$ cat config.mk
export PLATFORM = sky130hd
export DESIGN_NAME = rc_virtual_channel_regs
export DESIGN_NICKNAME = d
export VERILOG_FILES = /design/src/vc_regs_pkg.sv /design/src/port_arb_store.sv /design/src/rc_virtual_channel_regs.sv
export VERILOG_INCLUDE_DIRS = /design/src
export SDC_FILE = /design/constraint.sdc
export NUM_CORES = 1
export LEC_CHECK = 0
export BUFFER_PORTS_ARGS = -buffer_cell sky130_fd_sc_hd__buf_2
export CAP_MARGIN = 15
export CORE_MARGIN = 8
export CORE_UTILIZATION = 51
export CTS_BUF_LIST = sky130_fd_sc_hd__clkbuf_2 sky130_fd_sc_hd__clkbuf_4 sky130_fd_sc_hd__clkbuf_8
export DETAILED_ROUTE_END_ITERATION = 8
export PLACE_DENSITY = 0.68
export SYNTH_ARGS = -nofsm -noshare
export SYNTH_HDL_FRONTEND = slang
export SYNTH_SLANG_ARGS = --single-unit
$ cat constraint.sdc
create_clock -name core_clk_i -period 10.5 [get_ports core_clk_i]
set_input_delay 2.1 -clock core_clk_i [delete_from_list [all_inputs] [get_ports core_clk_i]]
set_output_delay 2.1 -clock core_clk_i [all_outputs]
set_load 0.02 [all_outputs]
$ cat src/vc_regs_defines.svh
// Offsets, field positions and reset values of the virtual channel block
`ifndef VC_REGS_DEFINES_SVH
`define VC_REGS_DEFINES_SVH
// ****************************************************
// Address map, byte offsets inside the block
// ****************************************************
`define BLK_AW 14
`define OFS_VCH 14'h0000
`define OFS_VC_CAPABILITY_WORD1 14'h0004
`define OFS_VC_CAPABILITY_WORD2 14'h0008
`define OFS_PVC 14'h000C
`define OFS_PVS 14'h000E
`define OFS_VC0_RESOURCE_CAPABILITY 14'h0010
`define OFS_VC0_RESOURCE_CONTROL 14'h0014
`define OFS_VC0_RESOURCE_STATE 14'h001A
`define OFS_VC1_RESOURCE_CAPABILITY 14'h001C
`define OFS_VC1_RESOURCE_CONTROL 14'h0020
`define OFS_VC1_RESOURCE_STATE 14'h0026
`define OFS_PAT 14'h0030
`define OFS_PAT_END 14'h006F
`define PAT_WORDS 16
`define OFS_PAT_WORD 12'h00C
// ****************************************************
// Reset and fixed values
// ****************************************************
`define RST_VCH 32'h10010002
`define RST_VC_CAPABILITY_WORD1 32'h00000801
`define RST_VC_CAPABILITY_WORD2 32'h00000001
`define RST_VC0_RESOURCE_CAPABILITY 32'h00000001
`define RST_V0TVM 7'h7F
`define RST_VC1_RESOURCE_CAPABILITY 32'h30008010
`define RST_HALF 16'h0000
// ****************************************************
// Field positions
// ****************************************************
`define EN_BIT 31
`define ID_LSB 24
`define MTS_LSB 16
`define PAS_LSB 17
`define LAT_BIT 16
`define TVM_LSB 1
`define NP_BIT 1
`define ATS_BIT 0
`define PAS_TIMED_WRR 3'h4
`endif

$ cat src/vc_regs_pkg.sv
// Types shared by the virtual channel register block
package vc_regs_pkg;
    // Writable part of a VC resource control register
    typedef struct packed {
        logic en;
        logic [2:0] id;
        logic [2:0] portarb_select;
        logic [6:0] class_to_vc_map;
    } vc_ctl_type;
    // Table copy engine state
    typedef enum logic {
        TBL_IDLE = 1'b0,
        TBL_COPY = 1'b1
    } tbl_state_type;
endpackage

$ cat src/port_arb_store.sv
// Port arbitration table: software image and live copy used by arbiter
`timescale 1ns/1ps
`default_nettype none
`include "vc_regs_defines.svh"
module port_arb_store (
    input wire logic core_clk_i,
    input wire logic resetn_i,
    input wire logic wr_en_i,
    input wire logic [3:0] wr_idx_i,
    input wire logic [31:0] wr_data_i,
    input wire logic [3:0] rd_idx_i,
    output logic [31:0] rd_data_o,
    input wire logic load_i,
    output logic busy_o,
    input wire logic [6:0] slot_i,
    output logic [3:0] port_o
);
    import vc_regs_pkg::*;
    logic [31:0] image_mem [`PAT_WORDS];
    logic [31:0] live_mem [`PAT_WORDS];
    tbl_state_type state_q, state_d;
    logic [3:0] idx_q, idx_d;
    logic [3:0] port_q;
    // ****************************************************
    // Copy sequencer
    // ****************************************************
    // One word per cycle; a load during a copy is ignored
    always_comb begin
        state_d = state_q;
        idx_d = idx_q;
        unique case (state_q)
            TBL_IDLE: begin
                if (load_i) begin
                    state_d = TBL_COPY;
                    idx_d = 4'h0;
                end
            end
            TBL_COPY: begin
                idx_d = idx_q + 4'h1;
                if (idx_q == 4'hF) begin
                    state_d = TBL_IDLE;
                end
            end
        endcase
    end
    always_ff @(posedge core_clk_i) begin
        if (!resetn_i) begin
            state_q <= TBL_IDLE;
            idx_q <= 4'h0;
        end else begin
            state_q <= state_d;
            idx_q <= idx_d;
        end
    end
    // Storage has no reset; software fills it before loading
    always_ff @(posedge core_clk_i) begin
        if (wr_en_i) begin
            image_mem[wr_idx_i] <= wr_data_i;
        end
        if (state_q == TBL_COPY) begin
            live_mem[idx_q] <= image_mem[idx_q];
        end
    end
    // Eight 4-bit entries per word, 128 phases in all
    always_ff @(posedge core_clk_i) begin
        if (!resetn_i) begin
            port_q <= 4'h0;
        end else begin
            port_q <= live_mem[slot_i[6:3]][{slot_i[2:0], 2'b00} +: 4];
        end
    end
    assign rd_data_o = image_mem[rd_idx_i];
    assign busy_o = (state_q == TBL_COPY);
    assign port_o = port_q;
endmodule
`default_nettype wire

$ cat src/rc_virtual_channel_regs.sv
// Virtual channel capability register block of the root complex
//
// Overview of operation
// - Whole block decoded in memory space at the configured base.
// - Header: next pointer, version 1, VC capability identifier.
// - Capability word 1 reports 4-bit port arbitration entries.
// - Capability word 1 reports a 100 ns reference clock.
// - One extended VC (VC1), no low-priority extended VCs.
// - Capability word 2: fixed VC arbitration, no table offset.
// - VC arbitration select is read-only and steers nothing.
// - Load VC arbitration table bit always reads zero.
// - VC arbitration table status bit always reads zero.
// - VC0 reports fixed port arbitration, no table, unused slots.
// - VC0 accepts snoopable traffic and handles all transaction types.
// - VC0 enable reads one forever; software cannot clear it.
// - VC0 identifier is read-only and reports its channel ID.
// - VC0 port arbitration select is stored but steers nothing.
// - VC0 load port arbitration table bit is read-only.
// - VC0 class map is writable and resets mapping all classes.
`timescale 1ns/1ps
`default_nettype none
`include "vc_regs_defines.svh"
module rc_virtual_channel_regs (
    input wire logic core_clk_i,
    input wire logic resetn_i,
    input wire logic [31:0] cfg_block_base_i,
    input wire logic mem_req_i,
    input wire logic mem_we_i,
    input wire logic [31:0] mem_addr_i,
    input wire logic [31:0] mem_wdata_i,
    output logic mem_ack_o,
    output logic [31:0] mem_rdata_o,
    input wire logic vc0_negotiating_i,
    input wire logic vc1_negotiating_i,
    input wire logic [6:0] arb_slot_i,
    output logic [6:0] vc0_class_map_o,
    output vc_regs_pkg::vc_ctl_type vc1_ctl_o,
    output logic [6:0] vc1_max_slots_o,
    output logic [3:0] arb_port_o
);
    import vc_regs_pkg::*;

    // ****************************************************
    // Decode
    // ****************************************************
    // True when the dword of addr holds the register at ofs
    function automatic logic word_is(input logic [31:0] addr,
                                     input logic [13:0] ofs);
        word_is = (addr[13:2] == ofs[13:2]);
    endfunction

    logic blk_hit;
    logic rd_go;
    logic wr_go;
    logic pat_sel;
    // Base is 16 KB aligned; only the upper address bits are compared
    assign blk_hit = mem_req_i &&
        (mem_addr_i[31:`BLK_AW] == cfg_block_base_i[31:`BLK_AW]);
    // Each request is one whole dword; no lane strobes exist
    assign rd_go = blk_hit && !mem_we_i;
    assign wr_go = blk_hit && mem_we_i;
    assign pat_sel = (mem_addr_i[13:0] >= `OFS_PAT) &&
        (mem_addr_i[13:0] <= `OFS_PAT_END);

    // ****************************************************
    // Writable state
    // ****************************************************
    logic [2:0] v0_pas_q, v0_pas_d;
    logic [6:0] v0_tvm_q, v0_tvm_d;
    vc_ctl_type v1_ctl_q, v1_ctl_d;
    logic [6:0] v1_mts_q, v1_mts_d;
    logic mts_locked_q, mts_locked_d;
    logic tbl_load;
    logic tbl_busy;
    logic [31:0] pat_rd;

    // Next values of the control fields on a register write
    always_comb begin
        v0_pas_d = v0_pas_q;
        v0_tvm_d = v0_tvm_q;
        v1_ctl_d = v1_ctl_q;
        v1_mts_d = v1_mts_q;
        mts_locked_d = mts_locked_q;
        tbl_load = 1'b0;
        if (wr_go && word_is(mem_addr_i, `OFS_VC0_RESOURCE_CONTROL)) begin
            // Select kept for readback only; VC0 arbitration is fixed
            v0_pas_d = mem_wdata_i[`PAS_LSB +: 3];
            v0_tvm_d = mem_wdata_i[`TVM_LSB +: 7];
        end
        if (wr_go && word_is(mem_addr_i, `OFS_VC1_RESOURCE_CAPABILITY) && !mts_locked_q) begin
            // Write-once: firmware sets the slot count a single time
            v1_mts_d = mem_wdata_i[`MTS_LSB +: 7];
            mts_locked_d = 1'b1;
        end
        if (wr_go && word_is(mem_addr_i, `OFS_VC1_RESOURCE_CONTROL)) begin
            v1_ctl_d.en = mem_wdata_i[`EN_BIT];
            v1_ctl_d.id = mem_wdata_i[`ID_LSB +: 3];
            v1_ctl_d.portarb_select = mem_wdata_i[`PAS_LSB +: 3];
            v1_ctl_d.class_to_vc_map = mem_wdata_i[`TVM_LSB +: 7];
            // Load uses the select value written in the same dword
            tbl_load = mem_wdata_i[`LAT_BIT] &&
                (mem_wdata_i[`PAS_LSB +: 3] == `PAS_TIMED_WRR);
        end
        // Port VC control holds no writable bit, writes fall away
    end

    always_ff @(posedge core_clk_i) begin
        if (!resetn_i) begin
            v0_pas_q <= 3'h0;
            v0_tvm_q <= `RST_V0TVM;
            v1_ctl_q <= '0;
            // Only the slot field of the reset word is kept
            v1_mts_q <= 7'(`RST_VC1_RESOURCE_CAPABILITY >> `MTS_LSB);
            mts_locked_q <= 1'b0;
        end else begin
            v0_pas_q <= v0_pas_d;
            v0_tvm_q <= v0_tvm_d;
            v1_ctl_q <= v1_ctl_d;
            v1_mts_q <= v1_mts_d;
            mts_locked_q <= mts_locked_d;
        end
    end

    // ****************************************************
    // Port arbitration table
    // ****************************************************
    port_arb_store port_arb_store_inst (
        .core_clk_i(core_clk_i),
        .resetn_i(resetn_i),
        .wr_en_i(wr_go && pat_sel),
        .wr_idx_i(4'(mem_addr_i[13:2] - `OFS_PAT_WORD)),
        .wr_data_i(mem_wdata_i),
        .rd_idx_i(4'(mem_addr_i[13:2] - `OFS_PAT_WORD)),
        .rd_data_o(pat_rd),
        .load_i(tbl_load),
        .busy_o(tbl_busy),
        .slot_i(arb_slot_i),
        .port_o(arb_port_o)
    );

    // ****************************************************
    // Read path
    // ****************************************************
    logic [31:0] rd_word;
    logic [15:0] v0_sts;
    logic [15:0] v1_sts;
    logic [31:0] v0_ctl_word;
    logic [31:0] v1_ctl_word;
    logic [31:0] v1_cap_word;

    // Assemble readable words; reserved positions stay zero
    always_comb begin
        v0_sts = `RST_HALF;
        v0_sts[`NP_BIT] = vc0_negotiating_i;
        // VC0 has no port table, so its status bit stays zero
        v1_sts = `RST_HALF;
        v1_sts[`NP_BIT] = vc1_negotiating_i;
        v1_sts[`ATS_BIT] = tbl_busy;
        v0_ctl_word = 32'h0000_0000;
        v0_ctl_word[`EN_BIT] = 1'b1;
        v0_ctl_word[`ID_LSB +: 3] = 3'h0;
        v0_ctl_word[`PAS_LSB +: 3] = v0_pas_q;
        v0_ctl_word[`LAT_BIT] = 1'b0;
        v0_ctl_word[`TVM_LSB +: 7] = v0_tvm_q;
        v0_ctl_word[0] = 1'b1; // Class 0 always rides on VC0
        v1_ctl_word = 32'h0000_0000;
        v1_ctl_word[`EN_BIT] = v1_ctl_q.en;
        v1_ctl_word[`ID_LSB +: 3] = v1_ctl_q.id;
        v1_ctl_word[`PAS_LSB +: 3] = v1_ctl_q.portarb_select;
        v1_ctl_word[`TVM_LSB +: 7] = v1_ctl_q.class_to_vc_map;
        v1_cap_word = `RST_VC1_RESOURCE_CAPABILITY;
        v1_cap_word[`MTS_LSB +: 7] = v1_mts_q;
        rd_word = 32'h0000_0000;
        if (pat_sel) begin
            rd_word = pat_rd;
        end else begin
            unique case (mem_addr_i[13:2])
                12'(`OFS_VCH >> 2): rd_word = `RST_VCH;
                // Entry size, tick period and channel counts
                12'(`OFS_VC_CAPABILITY_WORD1 >> 2): rd_word = `RST_VC_CAPABILITY_WORD1;
                12'(`OFS_VC_CAPABILITY_WORD2 >> 2): rd_word = `RST_VC_CAPABILITY_WORD2;
                // Select, load and table status all read zero
                12'(`OFS_PVC >> 2): rd_word = 32'h0000_0000;
                12'(`OFS_VC0_RESOURCE_CAPABILITY >> 2): rd_word = `RST_VC0_RESOURCE_CAPABILITY;
                12'(`OFS_VC0_RESOURCE_CONTROL >> 2): rd_word = v0_ctl_word;
                12'(`OFS_VC0_RESOURCE_STATE >> 2): rd_word = {v0_sts, `RST_HALF};
                12'(`OFS_VC1_RESOURCE_CAPABILITY >> 2): rd_word = v1_cap_word;
                12'(`OFS_VC1_RESOURCE_CONTROL >> 2): rd_word = v1_ctl_word;
                12'(`OFS_VC1_RESOURCE_STATE >> 2): rd_word = {v1_sts, `RST_HALF};
                default: rd_word = 32'h0000_0000;
            endcase
        end
    end

    // ****************************************************
    // Bus answer and outputs
    // ****************************************************
    logic ack_q, ack_d;
    logic [31:0] rdata_q, rdata_d;
    logic [6:0] class_map_q;
    vc_ctl_type v1_out_q;
    logic [6:0] slots_q;

    // Answer one cycle after each hit; misses are left to others
    always_comb begin
        ack_d = blk_hit;
        rdata_d = rd_go ? rd_word : 32'h0000_0000;
    end

    always_ff @(posedge core_clk_i) begin
        if (!resetn_i) begin
            ack_q <= 1'b0;
            rdata_q <= 32'h0000_0000;
            class_map_q <= `RST_V0TVM;
            v1_out_q <= '0;
            // Slot output starts from the field of the reset word
            slots_q <= 7'(`RST_VC1_RESOURCE_CAPABILITY >> `MTS_LSB);
        end else begin
            ack_q <= ack_d;
            rdata_q <= rdata_d;
            class_map_q <= v0_tvm_d;
            v1_out_q <= v1_ctl_d;
            slots_q <= v1_mts_d;
        end
    end

    assign mem_ack_o = ack_q;
    assign mem_rdata_o = rdata_q;
    assign vc0_class_map_o = class_map_q;
    assign vc1_ctl_o = v1_out_q;
    assign vc1_max_slots_o = slots_q;

    // ****************************************************
    // Checks
    // ****************************************************
    hit_answered_a: assert property (
        @(posedge core_clk_i) disable iff (!resetn_i)
        blk_hit |=> mem_ack_o)
        else $error("hit in block not answered");
    miss_silent_a: assert property (
        @(posedge core_clk_i) disable iff (!resetn_i)
        !blk_hit |=> !mem_ack_o && mem_rdata_o == 32'h0)
        else $error("answer without a hit");
    header_value_a: assert property (
        @(posedge core_clk_i) disable iff (!resetn_i)
        rd_go && word_is(mem_addr_i, `OFS_VCH)
        |=> mem_rdata_o == 32'h10010002)
        else $error("capability header wrong");
    cap_one_a: assert property (
        @(posedge core_clk_i) disable iff (!resetn_i)
        rd_go && word_is(mem_addr_i, `OFS_VC_CAPABILITY_WORD1)
        |=> mem_rdata_o[11:8] == 4'h8 && mem_rdata_o[6:0] == 7'h01)
        else $error("capability word 1 wrong");
    cap_two_a: assert property (
        @(posedge core_clk_i) disable iff (!resetn_i)
        rd_go && word_is(mem_addr_i, `OFS_VC_CAPABILITY_WORD2)
        |=> mem_rdata_o[31:24] == 8'h00 && mem_rdata_o[7:0] == 8'h01)
        else $error("capability word 2 wrong");
    port_ctl_zero_a: assert property (
        @(posedge core_clk_i) disable iff (!resetn_i)
        rd_go && word_is(mem_addr_i, `OFS_PVC) |=> mem_rdata_o == 32'h0)
        else $error("port VC control or status not zero");
    vc0_cap_a: assert property (
        @(posedge core_clk_i) disable iff (!resetn_i)
        rd_go && word_is(mem_addr_i, `OFS_VC0_RESOURCE_CAPABILITY)
        |=> mem_rdata_o[31:14] == 18'h0 && mem_rdata_o[7:0] == 8'h01)
        else $error("VC0 capability wrong");
    vc0_fixed_a: assert property (
        @(posedge core_clk_i) disable iff (!resetn_i)
        rd_go && word_is(mem_addr_i, `OFS_VC0_RESOURCE_CONTROL)
        |=> mem_rdata_o[31] && mem_rdata_o[26:24] == 3'h0 &&
            !mem_rdata_o[16])
        else $error("VC0 fixed fields wrong");
    class_map_a: assert property (
        @(posedge core_clk_i) disable iff (!resetn_i)
        wr_go && word_is(mem_addr_i, `OFS_VC0_RESOURCE_CONTROL)
        |=> vc0_class_map_o == $past(mem_wdata_i[7:1]) &&
            v0_pas_q == $past(mem_wdata_i[19:17]))
        else $error("VC0 map write lost");
    reserved_zero_a: assert property (
        @(posedge core_clk_i) disable iff (!resetn_i)
        rd_go && word_is(mem_addr_i, 14'h0028) |=> mem_rdata_o == 32'h0)
        else $error("reserved word not zero");
    // Busy must stand for the whole 16-word copy, then drop
    table_copy_a: assert property (
        @(posedge core_clk_i) disable iff (!resetn_i)
        tbl_load && !tbl_busy |=> tbl_busy [*8] ##1 tbl_busy [*8]
        ##1 !tbl_busy)
        else $error("table copy length wrong");
    // Read data must not leak onto the bus outside a read answer
    rdata_quiet_a: assert property (
        @(posedge core_clk_i) disable iff (!resetn_i)
        !mem_ack_o |-> mem_rdata_o == 32'h0)
        else $error("read data outside an answer");
    write_quiet_a: assert property (
        @(posedge core_clk_i) disable iff (!resetn_i)
        wr_go |=> mem_ack_o && mem_rdata_o == 32'h0)
        else $error("write answered with data");
    vc0_status_a: assert property (
        @(posedge core_clk_i) disable iff (!resetn_i)
        rd_go && word_is(mem_addr_i, `OFS_VC0_RESOURCE_STATE) |=> !mem_rdata_o[16])
        else $error("VC0 table status not zero");
endmodule
`default_nettype wire

==> results.sh, run 1 <==
export IMPL_grt_pass1_vias=26450
export IMPL_synth_distinct_cells=65
export IMPL_critPathLaunchType="primary input"
export IMPL_synth_nets=2500
export IMPL_p_switching_w=0.001881
export IMPL_finalHoldViolCount=0
export IMPL_die_w_um=318.6
export IMPL_period_share_pct=48.60
export IMPL_ys_seq_area_share_pct=69.18
export IMPL_worstPathRequired_ns=11.19
export IMPL_synthCells=2383
export IMPL_design_die_area_mm2=0.1015
export IMPL_grt_max_degree=88
export IMPL_post_cts_buffers=0
export IMPL_chipHeight_um=318.6
export IMPL_gp_congestion=0.8630
export IMPL_drive_above_1_share_pct=33.63
export IMPL_grt_first_pass_wirelength_um=173700
export IMPL_synth_area_per_cell_um2=19.60
export IMPL_cp_end_kind="register"
export IMPL_wl_per_cell_um=30.27
export IMPL_setup_slack_ns=5.397
export IMPL_synth_common_cells="1024 x edfxtp_1, 356 x mux4_2, 179 x mux2i_1"
export IMPL_period_needed_ns=5.103
export IMPL_pre_cts_ws_ns=4.406
export IMPL_area_growth_pct=12.21
export IMPL_synth_ff_type="edfxtp_1"
export IMPL_ctsResizeCount=0
export IMPL_setup_violations=0
export IMPL_switching_share_pct=21.39
export IMPL_cts_root_buf="clkbuf_8"
export IMPL_outcome="finished clean"
export IMPL_fill_cells=6694
export IMPL_grt_setup_unrepaired="no"
export IMPL_track_usage_pct=23.08
export IMPL_tns_ns=0
export IMPL_worstMarginPinSlew_ns=1.124
export IMPL_powerDensity_mw_per_mm2=167.8
export IMPL_final_max_slew_viol_count=0
export IMPL_max_vdd_ir_drop_uv=123.4
export IMPL_ios=174
export IMPL_cts_tree="yes"
export IMPL_core_mm2=0.09125
export IMPL_synthesis_area_mm2=0.04670
export IMPL_slew_limit_headroom_pct=25.07
export IMPL_grt_overflow=0
export IMPL_synthTopCellsByArea="edfxtp_1 66%, mux4_2 17%, mux2i_1 3.8%"
export IMPL_clk_pin_slew_ns=0.06
export IMPL_ff2ff_path_depth=3
export IMPL_cts_hold_buf=0
export IMPL_ys_ff_latch=1102
export IMPL_layout_nets=2717
export IMPL_routed_wl_um=119000
export IMPL_dp_hpwl_um=66230
export IMPL_synth_top_area_cell="edfxtp_1"
export IMPL_synth_edf_count=1024
export IMPL_yosys_warnings=0
export IMPL_drc=0
export IMPL_cellLeakagePower_nw=16.87
export IMPL_antenna_left=0
export IMPL_drv_cap=0
export IMPL_whs_ns=0.4641
export IMPL_power_w=0.008793
export IMPL_avgViaCountPerCell=6.472
export IMPL_numCtsBuffers=175
export IMPL_arrival_ns=5.79
export IMPL_internal_power_w=0.006912
export IMPL_min_path_type="register to register"
export IMPL_pwr_share_clk_pct=41.8
export IMPL_clk_path_buf_depth=3
export IMPL_combPwrFrac_pct=4.0
export IMPL_crit_fanout=51
export IMPL_dr_pass1_iters=5
export IMPL_ctsHtreeMaxLevel=4
export IMPL_worstSkewPairLatency_ns=0.84
export IMPL_timing_fmax_ghz=0.1960
export IMPL_synth_top_area_share_pct=65.84
export IMPL_clock_skew_ns=0.04047
export IMPL_std_cell_rows=111
export IMPL_drtIter0Drc=2782
export IMPL_yosysMostFrequentCell="edfxtp_1"
export IMPL_vias=25454
export IMPL_clock_sinks=1102
export IMPL_synthArstFlopShare_pct=0
export IMPL_antenna_found_initial=10
export IMPL_power_frac_seq_pct=54.1
export IMPL_place_port_buffers=159
export IMPL_start_util_pct=51.19
export IMPL_hold_path_cell_count=2
export IMPL_critPathKind="primary input to register"
[stage by stage]
stage                     cells  instance area (um^2)  util [%]
after global placement     3609                 48860     53.55
after CTS                  3925                 52390     57.41
final                      3933                 52410     57.43
after global routing       3928                 52390     57.42
after detailed placement   3609                 48860     53.55
after floorplan            2383                 46700         -
[per-layer routing]
metal  vias up  share of wire [%]  GRT usage, %  routed length (um)
met2      1193                 51         39.25               61170
met4         2                3.1         8.556                3706
met5         -              0.013             0                  16
met3       229                7.2         4.084                8523
met1     13441                 38         29.78               45620
li1      10589                  -             -                   -
[critical path, stage by stage]
cell and delay (ns):
clkbuf_8 0.46, buf_4 0.88, buf_4 0.79, mux4_2 0.60, mux4_2 0.57, a32oi_1 0.18, nor2_1 0.06
[power groups by stage]
stage | logic (W) | registers (W) | clock network (W)
final | 0.000356 | 0.00476 | 0.00368
after global routing | 0.000376 | 0.00476 | 0.00392
after CTS | 0.000357 | 0.00476 | 0.00374
after detailed placement | 0.000356 | 0.00485 | 0
after global placement | 0.000348 | 0.00485 | 0
after floorplan | 0.000224 | 0.00486 | 0
[state kept, by name, summed over array words and instances (netlist names), named ones only]
name and flops:
mem_ack_o 1, mem_rdata_o 32, mts_locked_q 1, port_arb_store_inst.busy_o 1
port_arb_store_inst.idx_q 4, port_arb_store_inst.image_mem 512, port_arb_store_inst.live_mem 512, port_arb_store_inst.port_o 4
v0_pas_q 3, vc0_class_map_o 7, vc1_ctl_o 14, vc1_max_slots_o 7
[kinds of logic after synthesis]
logic type | synth area share (%)
mux | 21.22
flops | 69.18
compound gates | 3.866
simple gates | 3.434
fa+ha+maj | 0.2143
xor+xnor | 0.3375
buf+inv | 1.747
[path summary, 6_finish.rpt]
path,slack [ns],end,startpoint
setup reg to reg,6.86,port_arb_store_inst.live_mem[15][15]$_DFFE_PP_,register
setup / recovery,5.40,mem_rdata_o[24]$_SDFF_PN0_,mem_addr_i[2]
hold / removal,0.46,v0_pas_q[1]$_SDFFE_PN0P_,v0_pas_q[1]$_SDFFE_PN0P_
hold reg to reg,0.46,v0_pas_q[1]$_SDFFE_PN0P_,v0_pas_q[1]$_SDFFE_PN0P_
[placed cells by master (no fill, tap or decap), types with 19 or more instances in the layout]
master | netlist | layout
a22oi_1 | 69 | 69
mux4_2 | 356 | 356
edfxtp_1 | 1024 | 1024
a21oi_1 | 58 | 58
nand3_1 | 53 | 53
clkinv_1 | 2 | 41
mux2i_1 | 179 | 179
dfxtp_1 | 78 | 74
buf_4 | 6 | 54
buf_2 | 70 | 156
clkinv_2 | 0 | 19
nand4_1 | 36 | 36
o31ai_1 | 29 | 29
clkbuf_4 | 0 | 53
clkbuf_8 | 0 | 188
nand2_1 | 48 | 48
[cell type report]
cell class	count	area (um^2)	share of cell area [%]
diodes	8	20.02	0.03820
multi-input cells	1095	13770	26.27
clock inverters	76	549.3	1.048
repair buffers	214	1246	2.378
well taps	1186	1484	2.832
flip-flops and latches	1102	32320	61.68
clock buffers	240	2972	5.670
inverters	12	45.04	0.08595
No activity file was read; power rests on OpenSTA's default activity.
==> run 2: changes to the inputs <==
- clock period: 10.5 -> 5.03 ns (I/O delays scaled with it)
==> results.sh, run 2 (synthesis results as in run 1) <==
export IMPL_numCtsBuffers=176
export IMPL_wl_per_cell_um=30.21
export IMPL_cp_depth=8
export IMPL_worstMarginPinSlew_ns=1.104
export IMPL_ctsResizeCount=0
export IMPL_drc=0
export IMPL_dp_hpwl_um=69030
export IMPL_clk_pin_slew_ns=0.06
export IMPL_arrival_ns=4.24
export IMPL_layout_nets=2731
export IMPL_worstSkewPairLatency_ns=0.83
export IMPL_period_needed_ns=3.501
export IMPL_clock_sinks=1102
export IMPL_track_usage_pct=23.23
export IMPL_cpPeakStageDelay_ns=0.91
export IMPL_grt_first_pass_wirelength_um=175500
export IMPL_finalHoldViolCount=0
export IMPL_die_w_um=318.6
export IMPL_whs_ns=0.4747
export IMPL_vias=25458
export IMPL_layout_commonest_cell="edfxtp_1"
export IMPL_pre_cts_ws_ns=0.8387
export IMPL_std_cell_rows=111
export IMPL_core_mm2=0.09125
export IMPL_powerDensity_mw_per_mm2=344.2
export IMPL_gp_congestion=0.8397
export IMPL_grt_setup_unrepaired="no"
export IMPL_critPathLaunchType="primary input"
export IMPL_ctsHtreeMaxLevel=4
export IMPL_crit_fanout=33
export IMPL_slew_limit_headroom_pct=26.38
export IMPL_max_vdd_ir_drop_uv=262.4
export IMPL_drive_above_1_share_pct=34.07
export IMPL_critPathKind="primary input to register"
export IMPL_place_port_buffers=159
export IMPL_final_max_slew_viol_count=0
export IMPL_cpLargestDelayFamily="simple AND/OR/NAND/NOR gates"
export IMPL_dr_pass1_iters=5
export IMPL_routed_wl_um=118900
export IMPL_cp_end_kind="register"
export IMPL_min_path_type="register to register"
export IMPL_clk_path_buf_depth=3
export IMPL_drtIter0Drc=2691
export IMPL_layout_common_cells="1024 x edfxtp_1, 356 x mux4_2, 180 x clkbuf_8"
export IMPL_ios=174
export IMPL_worstPathRequired_ns=5.77
export IMPL_hold_path_cell_count=2
export IMPL_seq_area_mm2=0.03232
export IMPL_setup_slack_ns=1.529
export IMPL_cts_root_buf="clkbuf_8"
export IMPL_start_util_pct=51.19
export IMPL_busiest_layer="met2"
export IMPL_path_buf_inv=3
export IMPL_rrSetupSlack_ns=1.88
export IMPL_design_die_area_mm2=0.1015
export IMPL_multi_input_area_mm2=0.01378
export IMPL_period_share_pct=69.60
export IMPL_grt_max_degree=97
export IMPL_gr_usage_met3_pct=3.798
export IMPL_grt_overflow=0
export IMPL_crit_slowest_cell="nor4_4"
export IMPL_fill_cells=6671
export IMPL_chipHeight_um=318.6
export IMPL_use_met2_pct=40.13
export IMPL_tns_ns=0
export IMPL_cellLeakagePower_nw=16.96
export IMPL_timing_fmax_ghz=0.2857
export IMPL_area_growth_pct=12.62
export IMPL_clock_skew_ns=0.02101
export IMPL_grt_pass1_vias=26609
export IMPL_setup_violations=0
export IMPL_crit_chain="buf_2, buf_4, ha_1, inv_1, nor4_4, and2_1, nand4_1, a21oi_1"
export IMPL_drv_cap=0
export IMPL_finish_utilization_pct=57.64
export IMPL_post_cts_buffers=0
export IMPL_antenna_left=0
export IMPL_antenna_found_initial=8
export IMPL_cts_tree="yes"
export IMPL_cts_hold_buf=0
export IMPL_grt_use_met1_pct=29.75
export IMPL_outcome="finished clean"
export IMPL_avgViaCountPerCell=6.468
export IMPL_ff2ff_path_depth=3
[run 2: cell count changes in the layout (fill, tap and decap cells not counted), sizes merged]
cell	before	now
clkinvlp	3	0
clkinv	60	56
diode	8	3
buf	213	226
clkbuf	241	244
bufinv	7	2
inv	18	22
[run 2: metrics by stage]
step                      total power (W)  area (um^2)  instances
after CTS                         0.01823        52590       3933
final                             0.01811        52600       3936
after floorplan                   0.01060        46710       2383
after global routing              0.01865        52590       3935
after global placement            0.01087        49220       3622
after detailed placement          0.01088        49220       3622
[run 2: layout make-up]
cell class	count	share of cell area, %
timing repair buffer	227	3.031
tap	1186	2.821
multi-input combinational	1095	26.19
sequential	1102	61.45
antenna	3	0.01427
clock inverter	68	0.8088
inverter	12	0.08564
clock buffer	243	5.597
[run 2: routing by layer]
layer | vias up | share of wire [%]
li1 | 10622 | -
met1 | 13435 | 38
met2 | 1142 | 52
met3 | 255 | 6.6
met4 | 4 | 3.2
met5 | - | 0.022
[run 2: report_power, final]
group	switching, W	total, W	internal, W	leakage (nW)
clock	0.00350	0.00741	0.00391	1.82
sequential	0.000000768	0.00994	0.00994	9.83
combinational	0.000448	0.000757	0.000309	5.32
[run 2: final timing paths]
check / startpoint / to
worst min register to register: v0_pas_q[0]$_SDFFE_PN0P_ / v0_pas_q[0]$_SDFFE_PN0P_
worst max register to register: register / port_arb_store_inst.live_mem[4][5]$_DFFE_PP_
worst max-delay path: mem_addr_i[4] / v0_pas_q[1]$_SDFFE_PN0P_
worst min-delay path: v0_pas_q[0]$_SDFFE_PN0P_ / v0_pas_q[0]$_SDFFE_PN0P_
[run 2: worst register-to-register path, cell delays in order, from the launching register on]
cell and delay [ns]:
dfxtp_4 0.82, buf_4 0.60, mux4_2 0.63, mux4_2 0.71
